`src/core/ccmu_pkg.sv`:
```
// Shared constants and types of the capture/compare/PWM channel
package ccmu_pkg;
	// Register byte offsets on the Avalon-MM slave
	localparam logic [4:0] OFFS_CHANNEL_CONTROL     = 5'h00;
	localparam logic [4:0] OFFS_CAPTURE_VALUE_LOW   = 5'h04;
	localparam logic [4:0] OFFS_CAPTURE_VALUE_HIGH  = 5'h08;
	localparam logic [4:0] OFFS_CHANNEL_STATUS      = 5'h0C;
	localparam logic [4:0] OFFS_TIMER_SELECT        = 5'h10;

	// Field positions
	localparam int         POS_DUTY_LOW_BITS        = 4;
	localparam int         POS_EVENT_FLAG           = 0;
	localparam int         POS_IRQ_ENABLE           = 1;

	// Values after reset
	localparam logic [3:0]  RESET_MODE              = 4'h0;
	localparam logic [1:0]  RESET_DUTY_LOW          = 2'h0;
	localparam logic [15:0] RESET_VALUE             = 16'h0000;
	localparam logic [1:0]  RESET_TIMER_SELECT      = 2'h0;
	localparam logic [3:0]  RESET_PRESCALE          = 4'h0;
	localparam logic [31:0] READ_ZERO               = 32'h0000_0000;

	// Channel mode select codes
	localparam logic [3:0] MODE_OFF                 = 4'h0;
	localparam logic [3:0] MODE_CMP_TOGGLE          = 4'h2;
	localparam logic [3:0] MODE_CAP_FALL            = 4'h4;
	localparam logic [3:0] MODE_CAP_RISE            = 4'h5;
	localparam logic [3:0] MODE_CAP_RISE4           = 4'h6;
	localparam logic [3:0] MODE_CAP_RISE16          = 4'h7;
	localparam logic [3:0] MODE_CMP_SET_HIGH        = 4'h8;
	localparam logic [3:0] MODE_CMP_SET_LOW         = 4'h9;
	localparam logic [3:0] MODE_CMP_SOFT            = 4'hA;
	localparam logic [3:0] MODE_CMP_SPECIAL         = 4'hB;
	localparam logic [1:0] FAMILY_CAPTURE           = 2'h1;
	localparam logic [1:0] FAMILY_COMPARE           = 2'h2;
	localparam logic [1:0] FAMILY_PWM               = 2'h3;

	// Prescaler terminal counts (edges minus one)
	localparam logic [3:0] PRESCALE_LAST_4          = 4'h3;
	localparam logic [3:0] PRESCALE_LAST_16         = 4'hF;

	// Timer assignment configurations
	localparam logic [1:0] TSEL_ALL_FIRST           = 2'h0;
	localparam logic [1:0] TSEL_ONE_KEEPS_FIRST     = 2'h1;
	localparam logic [1:0] TSEL_TWO_KEEP_FIRST      = 2'h2;
	localparam logic [1:0] TSEL_ALL_THIRD           = 2'h3;

	// Bus handshake states
	typedef enum logic [1:0] {
		BUS_IDLE = 2'b01,
		BUS_ACK  = 2'b10
	} ccmu_bus_type;

	// Whole state of the channel
	typedef struct packed {
		ccmu_bus_type bus_state;
		logic         waitreq;
		logic [31:0]  rdata;
		logic [3:0]   mode;
		logic [1:0]   duty_low;
		logic [15:0]  value;
		logic         flag;
		logic         irq_en;
		logic [1:0]   tsel;
		logic         pin_sync1;
		logic         pin_sync2;
		logic         pin_prev;
		logic [3:0]   presc;
		logic         match_prev;
		logic         pin_latch;
		logic         pin_oe;
		logic         special;
		logic         rst_first;
		logic         rst_third;
		logic         irq;
		logic         use_third;
		logic [9:0]   duty;
	} ccmu_state_type;
endpackage

```
`src/core/ccmu_channel.sv`:
```
// Capture/compare/PWM channel with Avalon-MM register slave
`timescale 1ns/1ps
module ccmu_channel #(
	parameter int CHANNEL_INDEX = 3
) (
	// Clock and reset
	input  wire logic        CLK_IN,
	input  wire logic        RST_IN,
	// Avalon-MM slave
	input  wire logic [4:0]  AVS_ADDRESS_IN,
	input  wire logic        AVS_READ_IN,
	input  wire logic        AVS_WRITE_IN,
	input  wire logic [31:0] AVS_WRITEDATA_IN,
	input  wire logic [3:0]  AVS_BYTEENABLE_IN,
	output logic      [31:0] AVS_READDATA_OUT,
	output logic             AVS_WAITREQUEST_OUT,
	// Shared timers
	input  wire logic [15:0] FIRST_TIMER_COUNT_IN,
	input  wire logic [15:0] THIRD_TIMER_COUNT_IN,
	output logic             FIRST_TIMER_RESET_OUT,
	output logic             THIRD_TIMER_RESET_OUT,
	output logic             USE_THIRD_TIMER_OUT,
	// Module pin
	input  wire logic        MODULE_PIN_IN,
	output logic             MODULE_PIN_OUT,
	output logic             MODULE_PIN_OE_OUT,
	// Channel events and PWM duty
	output logic             SPECIAL_EVENT_OUT,
	output logic             CHANNEL_EVENT_FLAG_OUT,
	output logic             CHANNEL_IRQ_OUT,
	output logic      [9:0]  PWM_DUTY_OUT
);

	ccmu_pkg::ccmu_state_type r;
	ccmu_pkg::ccmu_state_type n;

	// Outputs straight from the state flops
	assign AVS_READDATA_OUT       = r.rdata;
	assign AVS_WAITREQUEST_OUT    = r.waitreq;
	assign FIRST_TIMER_RESET_OUT  = r.rst_first;
	assign THIRD_TIMER_RESET_OUT  = r.rst_third;
	assign USE_THIRD_TIMER_OUT    = r.use_third;
	assign MODULE_PIN_OUT         = r.pin_latch;
	assign MODULE_PIN_OE_OUT      = r.pin_oe;
	assign SPECIAL_EVENT_OUT      = r.special;
	assign CHANNEL_EVENT_FLAG_OUT = r.flag;
	assign CHANNEL_IRQ_OUT        = r.irq;
	assign PWM_DUTY_OUT           = r.duty;

	// Next-state logic of the whole channel
	always_comb begin
		logic        rise;
		logic        fall;
		logic        cap_event;
		logic        is_capture;
		logic        is_compare;
		logic        match;
		logic        match_edge;
		logic        use_third;
		logic [15:0] cur_timer;
		logic [31:0] rd_mux;
		logic        req;
		logic        wr_now;
		logic [3:0]  new_mode;
		logic        lane0;
		rise       = 1'b0;
		fall       = 1'b0;
		cap_event  = 1'b0;
		is_capture = 1'b0;
		is_compare = 1'b0;
		match      = 1'b0;
		match_edge = 1'b0;
		use_third  = 1'b0;
		cur_timer  = 16'h0000;
		rd_mux     = ccmu_pkg::READ_ZERO;
		req        = 1'b0;
		wr_now     = 1'b0;
		new_mode   = 4'h0;
		lane0      = 1'b0;
		n          = r;

		// One-cycle strobes fall back each cycle
		n.special   = 1'b0;
		n.rst_first = 1'b0;
		n.rst_third = 1'b0;

		// Two-flop synchroniser, third flop for edges
		n.pin_sync1 = MODULE_PIN_IN;
		n.pin_sync2 = r.pin_sync1;
		n.pin_prev  = r.pin_sync2;
		rise        = r.pin_sync2 & ~r.pin_prev;
		fall        = ~r.pin_sync2 & r.pin_prev;

		// Timer pair chosen by configuration and channel position
		case (r.tsel)
			ccmu_pkg::TSEL_ALL_FIRST:       use_third = 1'b0;
			ccmu_pkg::TSEL_ONE_KEEPS_FIRST: use_third = (CHANNEL_INDEX != 0);
			ccmu_pkg::TSEL_TWO_KEEP_FIRST:  use_third = (CHANNEL_INDEX > 1);
			ccmu_pkg::TSEL_ALL_THIRD:       use_third = 1'b1;
			default:                        use_third = 1'b0;
		endcase
		n.use_third = use_third;
		cur_timer   = use_third ? THIRD_TIMER_COUNT_IN : FIRST_TIMER_COUNT_IN;

		// Mode family decode
		is_capture = (r.mode[3:2] == ccmu_pkg::FAMILY_CAPTURE);
		is_compare = (r.mode == ccmu_pkg::MODE_CMP_TOGGLE) ||
			(r.mode[3:2] == ccmu_pkg::FAMILY_COMPARE);

		// Capture edge detector and prescaler
		case (r.mode)
			ccmu_pkg::MODE_CAP_FALL: begin
				cap_event = fall;
			end
			ccmu_pkg::MODE_CAP_RISE: begin
				cap_event = rise;
			end
			ccmu_pkg::MODE_CAP_RISE4: begin
				if (rise) begin
					if (r.presc >= ccmu_pkg::PRESCALE_LAST_4) begin
						cap_event = 1'b1;
						n.presc   = ccmu_pkg::RESET_PRESCALE;
					end else begin
						n.presc = r.presc + 4'h1;
					end
				end
			end
			ccmu_pkg::MODE_CAP_RISE16: begin
				if (rise) begin
					if (r.presc == ccmu_pkg::PRESCALE_LAST_16) begin
						cap_event = 1'b1;
						n.presc   = ccmu_pkg::RESET_PRESCALE;
					end else begin
						n.presc = r.presc + 4'h1;
					end
				end
			end
			default: begin
				cap_event = 1'b0;
			end
		endcase
		if (!is_capture) begin
			n.presc = ccmu_pkg::RESET_PRESCALE;
		end

		// Compare match acts once per equality
		match        = is_compare && (r.value == cur_timer);
		match_edge   = match & ~r.match_prev;
		n.match_prev = match;

		// Avalon-MM handshake: one wait cycle, then the answer
		req    = AVS_READ_IN | AVS_WRITE_IN;
		lane0  = AVS_BYTEENABLE_IN[0];
		case (AVS_ADDRESS_IN)
			ccmu_pkg::OFFS_CHANNEL_CONTROL:
				rd_mux = {24'h00_0000, 2'b00, r.duty_low, r.mode};
			ccmu_pkg::OFFS_CAPTURE_VALUE_LOW:
				rd_mux = {24'h00_0000, r.value[7:0]};
			ccmu_pkg::OFFS_CAPTURE_VALUE_HIGH:
				rd_mux = {24'h00_0000, r.value[15:8]};
			ccmu_pkg::OFFS_CHANNEL_STATUS:
				rd_mux = {30'h000_0000, r.irq_en, r.flag};
			ccmu_pkg::OFFS_TIMER_SELECT:
				rd_mux = {30'h000_0000, r.tsel};
			default:
				rd_mux = ccmu_pkg::READ_ZERO;
		endcase
		case (r.bus_state)
			ccmu_pkg::BUS_IDLE: begin
				if (req) begin
					n.bus_state = ccmu_pkg::BUS_ACK;
					n.waitreq   = 1'b0;
					n.rdata     = AVS_READ_IN ? rd_mux : ccmu_pkg::READ_ZERO;
				end
			end
			ccmu_pkg::BUS_ACK: begin
				n.bus_state = ccmu_pkg::BUS_IDLE;
				n.waitreq   = 1'b1;
				wr_now      = AVS_WRITE_IN & lane0;
			end
			default: begin
				n.bus_state = ccmu_pkg::BUS_IDLE;
				n.waitreq   = 1'b1;
			end
		endcase

		// Register writes take effect at the answering edge
		if (wr_now) begin
			case (AVS_ADDRESS_IN)
				ccmu_pkg::OFFS_CHANNEL_CONTROL: begin
					new_mode   = AVS_WRITEDATA_IN[3:0];
					n.mode     = new_mode;
					n.duty_low = AVS_WRITEDATA_IN[ccmu_pkg::POS_DUTY_LOW_BITS +: 2];
					if (new_mode == ccmu_pkg::MODE_OFF) begin
						n.pin_latch  = 1'b0;
						n.presc      = ccmu_pkg::RESET_PRESCALE;
						n.match_prev = 1'b0;
					end else if (new_mode != r.mode) begin
						if (new_mode == ccmu_pkg::MODE_CMP_SET_HIGH) begin
							n.pin_latch = 1'b0;
						end else if (new_mode == ccmu_pkg::MODE_CMP_SET_LOW) begin
							n.pin_latch = 1'b1;
						end
					end
					// Prescale-to-prescale switch leaves the count alone
				end
				ccmu_pkg::OFFS_CAPTURE_VALUE_LOW: begin
					n.value[7:0] = AVS_WRITEDATA_IN[7:0];
				end
				ccmu_pkg::OFFS_CAPTURE_VALUE_HIGH: begin
					n.value[15:8] = AVS_WRITEDATA_IN[7:0];
				end
				ccmu_pkg::OFFS_CHANNEL_STATUS: begin
					n.flag   = AVS_WRITEDATA_IN[ccmu_pkg::POS_EVENT_FLAG];
					n.irq_en = AVS_WRITEDATA_IN[ccmu_pkg::POS_IRQ_ENABLE];
				end
				ccmu_pkg::OFFS_TIMER_SELECT: begin
					n.tsel = AVS_WRITEDATA_IN[1:0];
				end
				default: begin
					n.tsel = n.tsel;
				end
			endcase
		end

		// Capture wins over a coincident software write
		if (cap_event) begin
			n.value = cur_timer;
			n.flag  = 1'b1;
		end

		// Compare match actions; setting beats a coincident clear
		if (match_edge) begin
			n.flag = 1'b1;
			case (r.mode)
				ccmu_pkg::MODE_CMP_TOGGLE:   n.pin_latch = ~r.pin_latch;
				ccmu_pkg::MODE_CMP_SET_HIGH: n.pin_latch = 1'b1;
				ccmu_pkg::MODE_CMP_SET_LOW:  n.pin_latch = 1'b0;
				ccmu_pkg::MODE_CMP_SOFT:     n.pin_latch = r.pin_latch;
				ccmu_pkg::MODE_CMP_SPECIAL: begin
					n.special   = 1'b1;
					n.rst_first = ~use_third;
					n.rst_third = use_third;
				end
				default:                     n.pin_latch = r.pin_latch;
			endcase
		end

		// Off mode keeps the compare latch low
		if (n.mode == ccmu_pkg::MODE_OFF) begin
			n.pin_latch = 1'b0;
		end

		// Pin is driven only by the output-changing compare modes
		n.pin_oe = (n.mode == ccmu_pkg::MODE_CMP_TOGGLE) ||
			(n.mode == ccmu_pkg::MODE_CMP_SET_HIGH) ||
			(n.mode == ccmu_pkg::MODE_CMP_SET_LOW);

		// Interrupt request and PWM duty word
		n.irq  = n.flag & n.irq_en;
		n.duty = (n.mode[3:2] == ccmu_pkg::FAMILY_PWM) ?
			{n.value[7:0], n.duty_low} : 10'h000;
	end

	// State register with synchronous reset
	always_ff @(posedge CLK_IN) begin
		if (RST_IN) begin
			r           <= '0;
			r.bus_state <= ccmu_pkg::BUS_IDLE;
			r.waitreq   <= 1'b1;
			r.mode      <= ccmu_pkg::RESET_MODE;
			r.duty_low  <= ccmu_pkg::RESET_DUTY_LOW;
			r.value     <= ccmu_pkg::RESET_VALUE;
			r.tsel      <= ccmu_pkg::RESET_TIMER_SELECT;
			r.presc     <= ccmu_pkg::RESET_PRESCALE;
		end else begin
			r <= n;
		end
	end

endmodule

```
`config.mk`:
```
export PLATFORM = sky130hd
export DESIGN_NAME = ccmu_channel
export DESIGN_NICKNAME = d
export VERILOG_FILES = /design/src/core/ccmu_pkg.sv /design/src/core/ccmu_channel.sv
export SDC_FILE = /design/constraint.sdc
export NUM_CORES = 1
export LEC_CHECK = 0
export BUFFER_PORTS_ARGS = -buffer_cell sky130_fd_sc_hd__buf_2
export CAP_MARGIN = 10
export CORE_AREA = 4 4 88 90
export DETAILED_ROUTE_END_ITERATION = 8
export DIE_AREA = 0 0 92 94
export PLACE_DENSITY = 0.9
export SETUP_SLACK_MARGIN = 0.2
export SLEW_MARGIN = 20
export SYNTH_ARGS = -nofsm -noshare
export SYNTH_HDL_FRONTEND = slang
export SYNTH_SLANG_ARGS = --single-unit
```
`constraint.sdc`:
```
create_clock -name CLK_IN -period 3.35 [get_ports CLK_IN]
set_clock_uncertainty 0.2 [all_clocks]
set_input_delay 0.1675 -clock CLK_IN [delete_from_list [all_inputs] [get_ports CLK_IN]]
set_output_delay 0.1675 -clock CLK_IN [all_outputs]
set_load 0.05 [all_outputs]
```
==> results of run 1 <==
-- registers in the layout, summed over array words and instances (netlist names) --
register                flops
CHANNEL_EVENT_FLAG_OUT      1
THIRD_TIMER_RESET_OUT       1
FIRST_TIMER_RESET_OUT       1
r                          33
PWM_DUTY_OUT               10
AVS_READDATA_OUT            8
USE_THIRD_TIMER_OUT         1
n                           2
SPECIAL_EVENT_OUT           1
CHANNEL_IRQ_OUT             1
MODULE_PIN_OUT              1
MODULE_PIN_OE_OUT           1
-- cells in the mapped netlist (2+ instances only) --
cell type,n,share of area
sky130_fd_sc_hd__o2111ai_1,2,0.0047
sky130_fd_sc_hd__o21ai_0,11,0.015
sky130_fd_sc_hd__xnor2_1,3,0.0071
sky130_fd_sc_hd__buf_2,4,0.0054
sky130_fd_sc_hd__nor3_1,4,0.0054
sky130_fd_sc_hd__mux4_2,2,0.012
sky130_fd_sc_hd__o21bai_1,2,0.0041
sky130_fd_sc_hd__and2_1,4,0.0068
sky130_fd_sc_hd__or2_2,3,0.0051
sky130_fd_sc_hd__or3_1,2,0.0034
sky130_fd_sc_hd__a311oi_1,6,0.014
sky130_fd_sc_hd__nand2b_1,9,0.015
sky130_fd_sc_hd__a221oi_1,2,0.0047
sky130_fd_sc_hd__clkbuf_1,14,0.014
sky130_fd_sc_hd__xor2_1,9,0.021
sky130_fd_sc_hd__nand3_1,8,0.011
sky130_fd_sc_hd__inv_1,7,0.0071
sky130_fd_sc_hd__nor2b_1,25,0.042
sky130_fd_sc_hd__dfxtp_1,61,0.33
sky130_fd_sc_hd__mux2_2,6,0.018
sky130_fd_sc_hd__a21boi_0,2,0.0041
sky130_fd_sc_hd__or2_1,2,0.0034
sky130_fd_sc_hd__o22ai_1,2,0.0034
sky130_fd_sc_hd__a21oi_1,18,0.024
sky130_fd_sc_hd__a2111oi_0,2,0.0047
sky130_fd_sc_hd__buf_4,44,0.090
sky130_fd_sc_hd__nand2_1,25,0.025
sky130_fd_sc_hd__nand3b_1,3,0.0061
sky130_fd_sc_hd__mux2i_1,32,0.087
sky130_fd_sc_hd__a31oi_1,3,0.0051
sky130_fd_sc_hd__nand4b_1,2,0.0047
sky130_fd_sc_hd__nor2_1,52,0.053
sky130_fd_sc_hd__nor4_1,3,0.0051
sky130_fd_sc_hd__nand4_1,3,0.0051
sky130_fd_sc_hd__a2111oi_4,2,0.015
sky130_fd_sc_hd__a22o_1,4,0.0095
sky130_fd_sc_hd__nor3b_1,2,0.0041
sky130_fd_sc_hd__a211oi_1,11,0.022
sky130_fd_sc_hd__a22oi_1,7,0.014
-- worst max-delay path, cell delays in order, from the launching register on --
cell	delay, ps
sky130_fd_sc_hd__dfxtp_1	380
sky130_fd_sc_hd__ha_1	230
sky130_fd_sc_hd__a21boi_0	150
sky130_fd_sc_hd__o22ai_1	290
sky130_fd_sc_hd__a31oi_1	150
sky130_fd_sc_hd__nor3b_2	210
sky130_fd_sc_hd__buf_6	260
sky130_fd_sc_hd__a211oi_1	80
sky130_fd_sc_hd__a311oi_1	250
sky130_fd_sc_hd__dlygate4sd3_1	590
-- worst max path at each step --
stage	cells after the start	start	slack, ps	to
2_1_floorplan	7	r[84]	1050	r[43]
3_3_place_gp	7	r[26]	900	CHANNEL_IRQ_OUT
3_5_place_dp	7	r[26]	840	FIRST_TIMER_RESET_OUT
4_1_cts	8	r[47]	370	r[42]
5_1_grt	9	r[18]	230	r[40]
6_report	9	r[18]	500	r[37]
-- what timing repair did --
item	CTS	global route
hold endpoints to repair	13	0
gates resized for setup	0	2
endpoints found under the setup margin	0	3
hold buffers	16	0
-- cell families (layout without fill, tap and decap cells) --
logic type / count (synthesis) / count (layout)
flops: 61 / 61
xor+xnor: 12 / 12
compound gates: 80 / 80
other cells: 1 / 24
buf+inv: 71 / 123
simple gates: 157 / 157
mux: 41 / 41
fa+ha+maj: 1 / 1
-- area by class of cell --
type	count	share of cell area
inverters	7	0.00617
clock inverters	4	0.0112
flip-flops and latches	61	0.287
well taps	99	0.0291
clock buffers	12	0.0341
multi-input cells	315	0.491
repair buffers	100	0.141
-- placed cells by master (no fill, tap or decap), types with 3 or more instances in the layout --
cell type,synthesis,layout
sky130_fd_sc_hd__conb_1,1,24
sky130_fd_sc_hd__o21ai_0,11,11
sky130_fd_sc_hd__buf_2,4,77
sky130_fd_sc_hd__clkbuf_8,0,10
sky130_fd_sc_hd__nand2_1,25,25
sky130_fd_sc_hd__inv_1,7,7
sky130_fd_sc_hd__nor2_1,52,52
sky130_fd_sc_hd__dlygate4sd3_1,0,16
sky130_fd_sc_hd__nand3b_1,3,3
sky130_fd_sc_hd__a211oi_1,11,11
sky130_fd_sc_hd__a22oi_1,7,7
sky130_fd_sc_hd__a21oi_1,18,18
sky130_fd_sc_hd__or2_2,3,3
sky130_fd_sc_hd__xor2_1,9,9
sky130_fd_sc_hd__a31oi_1,3,3
sky130_fd_sc_hd__nand2b_1,9,9
sky130_fd_sc_hd__nor3_1,4,4
sky130_fd_sc_hd__buf_4,44,6
sky130_fd_sc_hd__nand3_1,8,8
sky130_fd_sc_hd__a311oi_1,6,6
sky130_fd_sc_hd__nor2b_1,25,25
sky130_fd_sc_hd__dfxtp_1,61,60
sky130_fd_sc_hd__a22o_1,4,4
sky130_fd_sc_hd__nor4_1,3,3
sky130_fd_sc_hd__mux2i_1,32,32
sky130_fd_sc_hd__xnor2_1,3,3
sky130_fd_sc_hd__and2_1,4,4
sky130_fd_sc_hd__nand4_1,3,3
sky130_fd_sc_hd__mux2_2,6,6
-- metrics by stage --
| step | setup WS, ps | util | cell area, µm² |
|---|---|---|---|
| finish | 497 | 0.604 | 4260 |
| global route | 230 | 0.604 | 4260 |
| CTS | 370 | 0.603 | 4260 |
| detailed placement | 835 | 0.553 | 3900 |
| global placement | 902 | 0.553 | 3900 |
| floorplan | 1050 | - | 3770 |
-- power groups by stage --
stage	Clock (µW)	Combinational (µW)	Sequential, µW
finish	645	183	731
global route	691	196	731
CTS	655	181	731
detailed placement	0	171	747
global placement	0	168	747
floorplan	0	135	751
-- per-layer routing --
layer  vias to the layer above  share of wire  GRT usage
li1                       1565              -          -
met1                      1557           0.40      0.270
met2                       165           0.50      0.373
met3                        36          0.074     0.0537
met4                         0          0.031      0.104
met5                         -              0          0
==> results.cfg, run 1 <==
[placed_design]
placed_cells_incl_taps = 566
buffer_ports.inserted = 77
detailedPlacementHpwl_mm = 7.02
final_weighted_congestion_in_routability_driven_placement = 0.870

[yosys]
synth_compound_gate_area_share = 0.160
avg_cell_area_syn_um2 = 8.70
number_of_storage_elements_in_the_synthesis_netlist = 61
synth-simple-area-share = 0.227
ys_types = 60
postSynth.topFlopCell = sky130_fd_sc_hd__dfxtp_1
yosys.area_share.adder = 0.00339
yosys_warnings = 0
yosys-mux-area-fraction = 0.123
synth_seq_area_share = 0.331
async_reset_ff_frac = 0
area_share_of_xor_xnor_cells_in_the_synthesized_design = 0.0285
synth-edff-count = 0
synth_cells = 424
syn_area_mm2 = 0.00369
synth_top_family_by_area = simple AND/OR/NAND/NOR gates

[floorplanning]
die_height_um = 94
die-area_mm2 = 0.00865
die-width_um = 92
coreArea_mm2 = 0.00706
core.rowCount = 31
io_pins = 129
initial_utilization = 0.523

[power]
p_per_area_mw_per_mm2 = 366
pwr-share-clk = 0.414
p_leak_uw = 0.00169
total_power_uw = 1560
vdd_ir_drop_max_uv = 295
cell_internal_pwr_uw = 1140
seqPwrFrac = 0.469
pwr-share-comb = 0.118
power_switching_share = 0.267
power.switching_uw = 416

[min_path]
min_delay_path_depth = 3
hold_path_startpoint = AVS_WRITEDATA_IN[6]
worstHoldEndpoint = r[43]
hp-class = primary input to register

[worst_setup_path]
r2r_end = r[37]
reg2reg_setup_slack_ps = 500
reg2reg_depth = 9
crit_required_ps = 3440
endpoint_kind = register
worstReg2RegStart = r[18]
critical_path_launch_point_type = register
timing_worst_setup_path_type = register to register
worstPathArrival_ps = 2940
critical_path.max_fanout = 25

[cts]
clock_insertion_delay_worst_skew_ps = 350
tritoncts.num_buffers = 9
cts_tree = yes
htreeDepth = 3
root_buffer = sky130_fd_sc_hd__clkbuf_8
clock_tree.buffer_depth = 2
clk_pin_slew_ps = 70
cts.sink_count = 61
cts_setup_buffers = 0

[finish]
area_growth_pct = 15.5
seq_area_mm2 = 0.00122
finish.net_count = 573
drive_gt1_frac = 0.240
multi_input_comb_area_mm2 = 0.00209
finalNonFillerCells = 598
insertedDiodeCount = 0
n_fill_cell = 630

[grt]
initial_antenna_violation_count = 0
grt_max_degree = 46
wire_length_of_the_first_global_routing_pass_mm = 15.3
grt_overflow_total = 0
track_usage = 0.223
first_global_vias = 3262

[timing]
rsz_0062_raised_after_global_routing = no
worst_pin_slew_ps = 863
fmax_mhz = 350
timing.setup.tns_ps = 0
hold_ws_ps = 27.3
setup_viol = 0
post-route-period-util = 0.852
slew_viol_final = 0
final_period_minus_worst_setup_slack_ps = 2850
max-slew-margin-rel = 0.425
hold_violations = 0

[routing]
final_antenna_net_count = 0
route.final.wire_length_mm = 9.54
route.detailed.vias_per_inst = 5.56
drt_pre_antenna_iters = 5
vias = 3323
detail_route.wl_per_cell_um = 15.9
drc_errors_left = 0
number_of_violations_reported_at_the_end_of_detailed_routing_iteration_0 = 201

[status]
outcome = complete, no violations

[flow_run]
drv.max_cap_violation_count = 0
Power figures use the tool's default switching activity.
==> run 2, diff against run 1 <==
--- a/config.mk
+++ b/config.mk
@@ -7,9 +7,12 @@
 export LEC_CHECK = 0
 export BUFFER_PORTS_ARGS = -buffer_cell sky130_fd_sc_hd__buf_2
 export CAP_MARGIN = 10
-export CORE_AREA = 4 4 88 90
+export CELL_PAD_IN_SITES_DETAIL_PLACEMENT = 1
+export CELL_PAD_IN_SITES_GLOBAL_PLACEMENT = 2
+export CORE_AREA = 4 4 115 117
+export CTS_BUF_LIST = sky130_fd_sc_hd__clkbuf_16
 export DETAILED_ROUTE_END_ITERATION = 8
-export DIE_AREA = 0 0 92 94
+export DIE_AREA = 0 0 119 121
 export PLACE_DENSITY = 0.9
 export SETUP_SLACK_MARGIN = 0.2
 export SLEW_MARGIN = 20
==> run 2 against run 1 <==
Flip-flop and latch count unchanged. Non-clock buffer count fell by 2. Cell count is 12% higher. Sequential share of layout area is 0.91 points lower. Cell area rose by 3.3%. Sequential power about the same. First-iteration DRC count decreased by 50%. Hold slack got worse by 6.2 ps. Core utilization is 25 points lower. Critical path type unchanged. Largest cell class unchanged. Highest routed layer unchanged.
==> results.cfg, run 2 (synthesis results as in run 1) <==
[min_path]
worstHoldEndpoint = r[27]
hold_path_startpoint = AVS_WRITEDATA_IN[1]
min_delay_path_depth = 3
hp-class = primary input to register

[routing]
detail_route.wl_per_cell_um = 17.2
drc_errors_left = 0
drt_pre_antenna_iters = 4
final_antenna_net_count = 0
route.final.wire_length_mm = 11.5
number_of_violations_reported_at_the_end_of_detailed_routing_iteration_0 = 101
vias = 3262
route.detailed.vias_per_inst = 4.88

[cts]
tritoncts.num_buffers = 9
htreeDepth = 3
clock_insertion_delay_worst_skew_ps = 330
cts_tree = yes
cts_setup_buffers = 0
cts.sink_count = 61
clk_pin_slew_ps = 60
root_buffer = sky130_fd_sc_hd__clkbuf_16
clock_tree.buffer_depth = 2

[power]
p_leak_uw = 0.00172
p_per_area_mw_per_mm2 = 396
vdd_ir_drop_max_uv = 182

[finish]
n_fill_cell = 1501
area_growth_pct = 19.3
multi_input_comb_area_mm2 = 0.00209
mostFrequentLayoutCell = sky130_fd_sc_hd__buf_2
insertedDiodeCount = 0
final_cell_mix = sky130_fd_sc_hd__buf_2 (77), sky130_fd_sc_hd__dfxtp_1 (60), sky130_fd_sc_hd__nor2_1 (52)
drive_gt1_frac = 0.237
post-route-cell-area_mm2 = 0.00440
largest_register_by_flop_count = r
max_reg_flops = 33
seq_area_mm2 = 0.00122
finish.net_count = 571

[floorplanning]
core.rowCount = 41
die-width_um = 119
coreArea_mm2 = 0.0124
initial_utilization = 0.298
die-area_mm2 = 0.0144
io_pins = 129
die_height_um = 121

[timing]
rsz_0062_raised_after_global_routing = no
final_period_minus_worst_setup_slack_ps = 3020
fmax_mhz = 331
max-slew-margin-rel = 0.400
worst_pin_slew_ps = 901
hold_ws_ps = 21.1
timing.setup.tns_ps = 0
setup_viol = 0
hold_violations = 0
slew_viol_final = 0
post-route-period-util = 0.901

[worst_setup_path]
worstPathArrival_ps = 3080
crit_family = compound AO/OA/AOI/OAI gates
cpMaxStageDelayCell = sky130_fd_sc_hd__dlygate4sd3_1
worstPathBufferInverterCount = 2
reg2reg_depth = 9
crit_path_cell_trace = ha_1 > a21boi_0 > o22ai_1 > a31oi_1 > nor3b_2 > buf_6 > a211oi_1 > a311oi_1 > dlygate4sd3_1
timing_worst_setup_path_type = register to register
critical_path_launch_point_type = register
timing.critical_path.slowest_cell_delay_ps = 630
worstReg2RegStart = r[18]
endpoint_kind = register
critical_path.max_fanout = 25
reg2reg_setup_slack_ps = 330
crit_required_ps = 3410
r2r_end = r[37]

[grt]
wire_length_of_the_first_global_routing_pass_mm = 18.6
grt_overflow_total = 0
first_global_vias = 3539
track_usage = 0.162
grt_max_degree = 46
initial_antenna_violation_count = 0

[placed_design]
detailedPlacementHpwl_mm = 8.52
placement_cell_area_mm2 = 0.00399
buffer_ports.inserted = 77
final_weighted_congestion_in_routability_driven_placement = 0.777

[flow_run]
drv.max_cap_violation_count = 0

[status]
outcome = complete, no violations
## run 2: worst max-delay path by stage
| stage | start | endpoint | slack (ps) | depth (start not counted) |
|---|---|---|---|---|
| after CTS | r[47] | r[42] | 280 | 8 |
| after global placement | r[26] | FIRST_TIMER_RESET_OUT | 770 | 6 |
| after floorplan | r[84] | r[43] | 1050 | 7 |
| after detailed placement | r[26] | THIRD_TIMER_RESET_OUT | 680 | 6 |
| after global routing | r[18] | r[37] | 220 | 9 |
| final | r[18] | r[37] | 330 | 9 |
## run 2: layer usage
metal / GRT usage / part of all wire / vias to the layer above
li1: - / - / 1569
met1: 0.193 / 0.43 / 1599
met2: 0.289 / 0.52 / 80
met3: 0.0396 / 0.043 / 14
met4: 0.0434 / 0.012 / 0
met5: 0 / 0 / -
## run 2: what timing repair did
action	CTS	global route
hold buffers	15	0
endpoints found under the setup margin	0	2
resized for setup	0	2
hold endpoints to repair	10	0
## run 2: report_power, final
| group | internal (µW) | switching (µW) | leakage (µW) |
|---|---|---|---|
| Combinational | 51.9 | 136 | 0.00110 |
| Clock | 488 | 336 | 0.000131 |
| Sequential | 730 | 2.27 | 0.000493 |
| Total | 1270 | 474 | 0.00172 |
## run 2: final cells by class
class,count,share of cell area
inverter,7,0.00597
timing repair buffer,98,0.133
multi-input combinational,315,0.476
sequential,61,0.278
clock buffer,9,0.0512
clock inverter,7,0.00768
tap,172,0.0489
## run 2: worst min-delay path: stages
cell and delay [ps]:
sky130_fd_sc_hd__buf_2 160, sky130_fd_sc_hd__nand2_1 70, sky130_fd_sc_hd__a21oi_1 70
## run 2: per-stage QoR
stage	util	instances	total power (µW)	setup slack (ps)
5_1_grt	0.356	669	1810	224
3_5_place_dp	0.322	638	925	685
6_report	0.356	669	1740	333
3_3_place_gp	0.322	638	921	768
4_1_cts	0.356	669	1760	283
2_1_floorplan	-	447	886	1050
==> run 3, diff against run 2 <==
--- a/config.mk
+++ b/config.mk
@@ -9,11 +9,11 @@
 export CAP_MARGIN = 10
 export CELL_PAD_IN_SITES_DETAIL_PLACEMENT = 1
 export CELL_PAD_IN_SITES_GLOBAL_PLACEMENT = 2
-export CORE_AREA = 4 4 115 117
+export CORE_AREA = 4 4 127 129
 export CTS_BUF_LIST = sky130_fd_sc_hd__clkbuf_16
 export DETAILED_ROUTE_END_ITERATION = 8
-export DIE_AREA = 0 0 119 121
-export PLACE_DENSITY = 0.9
+export DIE_AREA = 0 0 131 133
+export PLACE_DENSITY = 0.77
 export SETUP_SLACK_MARGIN = 0.2
 export SLEW_MARGIN = 20
 export SYNTH_ARGS = -nofsm -noshare
==> run 3 against run 2 <==
Cell count grew 2.7%. Hold slack gained 9.7 ps. Die area grew 21%. Cell area grew 2.5%. Clock-buffer cell count is the same. Critical path type unchanged. Largest power group unchanged.
==> results.cfg, run 3 (synthesis results as in run 1) <==
[finish]
finalNonFillerCells = 687
post-route-util = 0.300
max_reg_flops = 33
finish.net_count = 573
drive_gt1_frac = 0.246
insertedDiodeCount = 0
final_cell_mix = sky130_fd_sc_hd__buf_2 (77), sky130_fd_sc_hd__dfxtp_1 (60), sky130_fd_sc_hd__nor2_1 (52)
largest_register_by_flop_count = r
area_growth_pct = 22.3
mostFrequentLayoutCell = sky130_fd_sc_hd__buf_2
n_fill_cell = 1760

[routing]
detail_route.wl_per_cell_um = 16.9
drc_errors_left = 0
route.detailed.vias_per_inst = 4.74
vias = 3256
route.final.wire_length_mm = 11.6
number_of_violations_reported_at_the_end_of_detailed_routing_iteration_0 = 103
final_antenna_net_count = 0
drt_pre_antenna_iters = 4

[worst_setup_path]
timing_worst_setup_path_type = register to register
worstPathArrival_ps = 2940
worstSetupStartpoint = r[18]
crit_required_ps = 3430
critical_path.max_fanout = 25
critical_path_launch_point_type = register
timing.critical_path.to = r[41]
r2r_end = r[41]
endpoint_kind = register
reg2reg_depth = 9
worstReg2RegStart = r[18]
reg2reg_setup_slack_ps = 490

[cts]
clock_insertion_delay_worst_skew_ps = 340
clk_pin_slew_ps = 60
htreeDepth = 3
clock_tree.buffer_depth = 2
tritoncts.num_buffers = 9
cts.sink_count = 61
cts_setup_buffers = 0
root_buffer = sky130_fd_sc_hd__clkbuf_16
cts_tree = yes

[flow_run]
drv.max_cap_violation_count = 0

[floorplanning]
die-area_mm2 = 0.0174
initial_utilization = 0.245
die-width_um = 131
io_pins = 129
core.rowCount = 45
die_height_um = 133
coreArea_mm2 = 0.0150

[timing]
timing.setup.tns_ps = 0
slew_viol_final = 0
rsz_0062_raised_after_global_routing = no
hold_ws_ps = 30.8
setup_viol = 0
worst_pin_slew_ps = 938
post-route-period-util = 0.853
max-slew-margin-rel = 0.375
final_period_minus_worst_setup_slack_ps = 2860
post-route-worst-setup-slack_ps = 492
hold_violations = 0
fmax_mhz = 350

[grt]
grt_overflow_total = 0
wire_length_of_the_first_global_routing_pass_mm = 18.3
grt_max_degree = 46
initial_antenna_violation_count = 0
track_usage = 0.135
first_global_vias = 3434

[status]
outcome = complete, no violations

[placed_design]
pre_cts_ws_ps = 656
detailedPlacementHpwl_mm = 8.90
placed_cells_incl_taps = 655
buffer_ports.inserted = 77
final_weighted_congestion_in_routability_driven_placement = 0.832

[min_path]
hold_path_startpoint = AVS_WRITEDATA_IN[6]
hp-class = primary input to register

[power]
p_per_area_mw_per_mm2 = 430
p_leak_uw = 0.00176
vdd_ir_drop_max_uv = 212
## run 3: cell count changes in the layout (fill, tap and decap cells not counted), sizes merged
cell         before  now
dlygate4sd3      15   16
clkinv            5    3
bufinv            0    2
buf              83   84
## run 3: worst min-delay path by stage
stage	endpoint	slack [ps]	cells past startpoint
after global placement	n[23]	200	2
final	r[43]	30	3
after detailed placement	n[23]	200	2
after CTS	r[43]	30	3
after global routing	r[43]	40	3
after floorplan	n[23]	100	1
## run 3: area by class of cell
cell class	count	area (µm²)	area share
clock buffers	9	225	0.0499
clock inverters	7	98.8	0.0219
inverters	7	26.3	0.00583
multi-input cells	315	2100	0.466
flip-flops and latches	61	1220	0.271
well taps	188	235	0.0522
repair buffers	100	602	0.133
## run 3: timing repair
action,CTS,global route
resized for setup,0,3
hold buffers,16,0
setup endpoints to repair,0,5
hold endpoints to repair,10,0
## run 3: critical path, stage by stage, from the launching register on
cell	delay [ps]
sky130_fd_sc_hd__dfxtp_1	370
sky130_fd_sc_hd__ha_1	250
sky130_fd_sc_hd__a21boi_0	170
sky130_fd_sc_hd__o22ai_2	220
sky130_fd_sc_hd__a31oi_1	140
sky130_fd_sc_hd__nor3b_2	230
sky130_fd_sc_hd__buf_6	270
sky130_fd_sc_hd__a211oi_1	80
sky130_fd_sc_hd__a311oi_1	260
sky130_fd_sc_hd__dlygate4sd3_1	590
## run 3: routing by layer
metal	share of wire	track usage	vias to the layer above
li1	-	-	1573
met1	0.44	0.167	1602
met2	0.51	0.224	66
met3	0.043	0.0379	15
met4	0.013	0.0423	0
met5	0	0	-
## run 3: metrics by stage
step / instance area [µm²] / total power (µW)
floorplan: 3770 / 886
global placement: 4010 / 923
detailed placement: 4010 / 926
CTS: 4500 / 1960
global route: 4510 / 2010
finish: 4510 / 1940
## run 3: report_power, final
group / switching [µW] / internal [µW] / total (µW)
logic: 136 / 52.6 / 189
clock network: 364 / 654 / 1020
registers: 2.10 / 730 / 732
total: 503 / 1440 / 1940
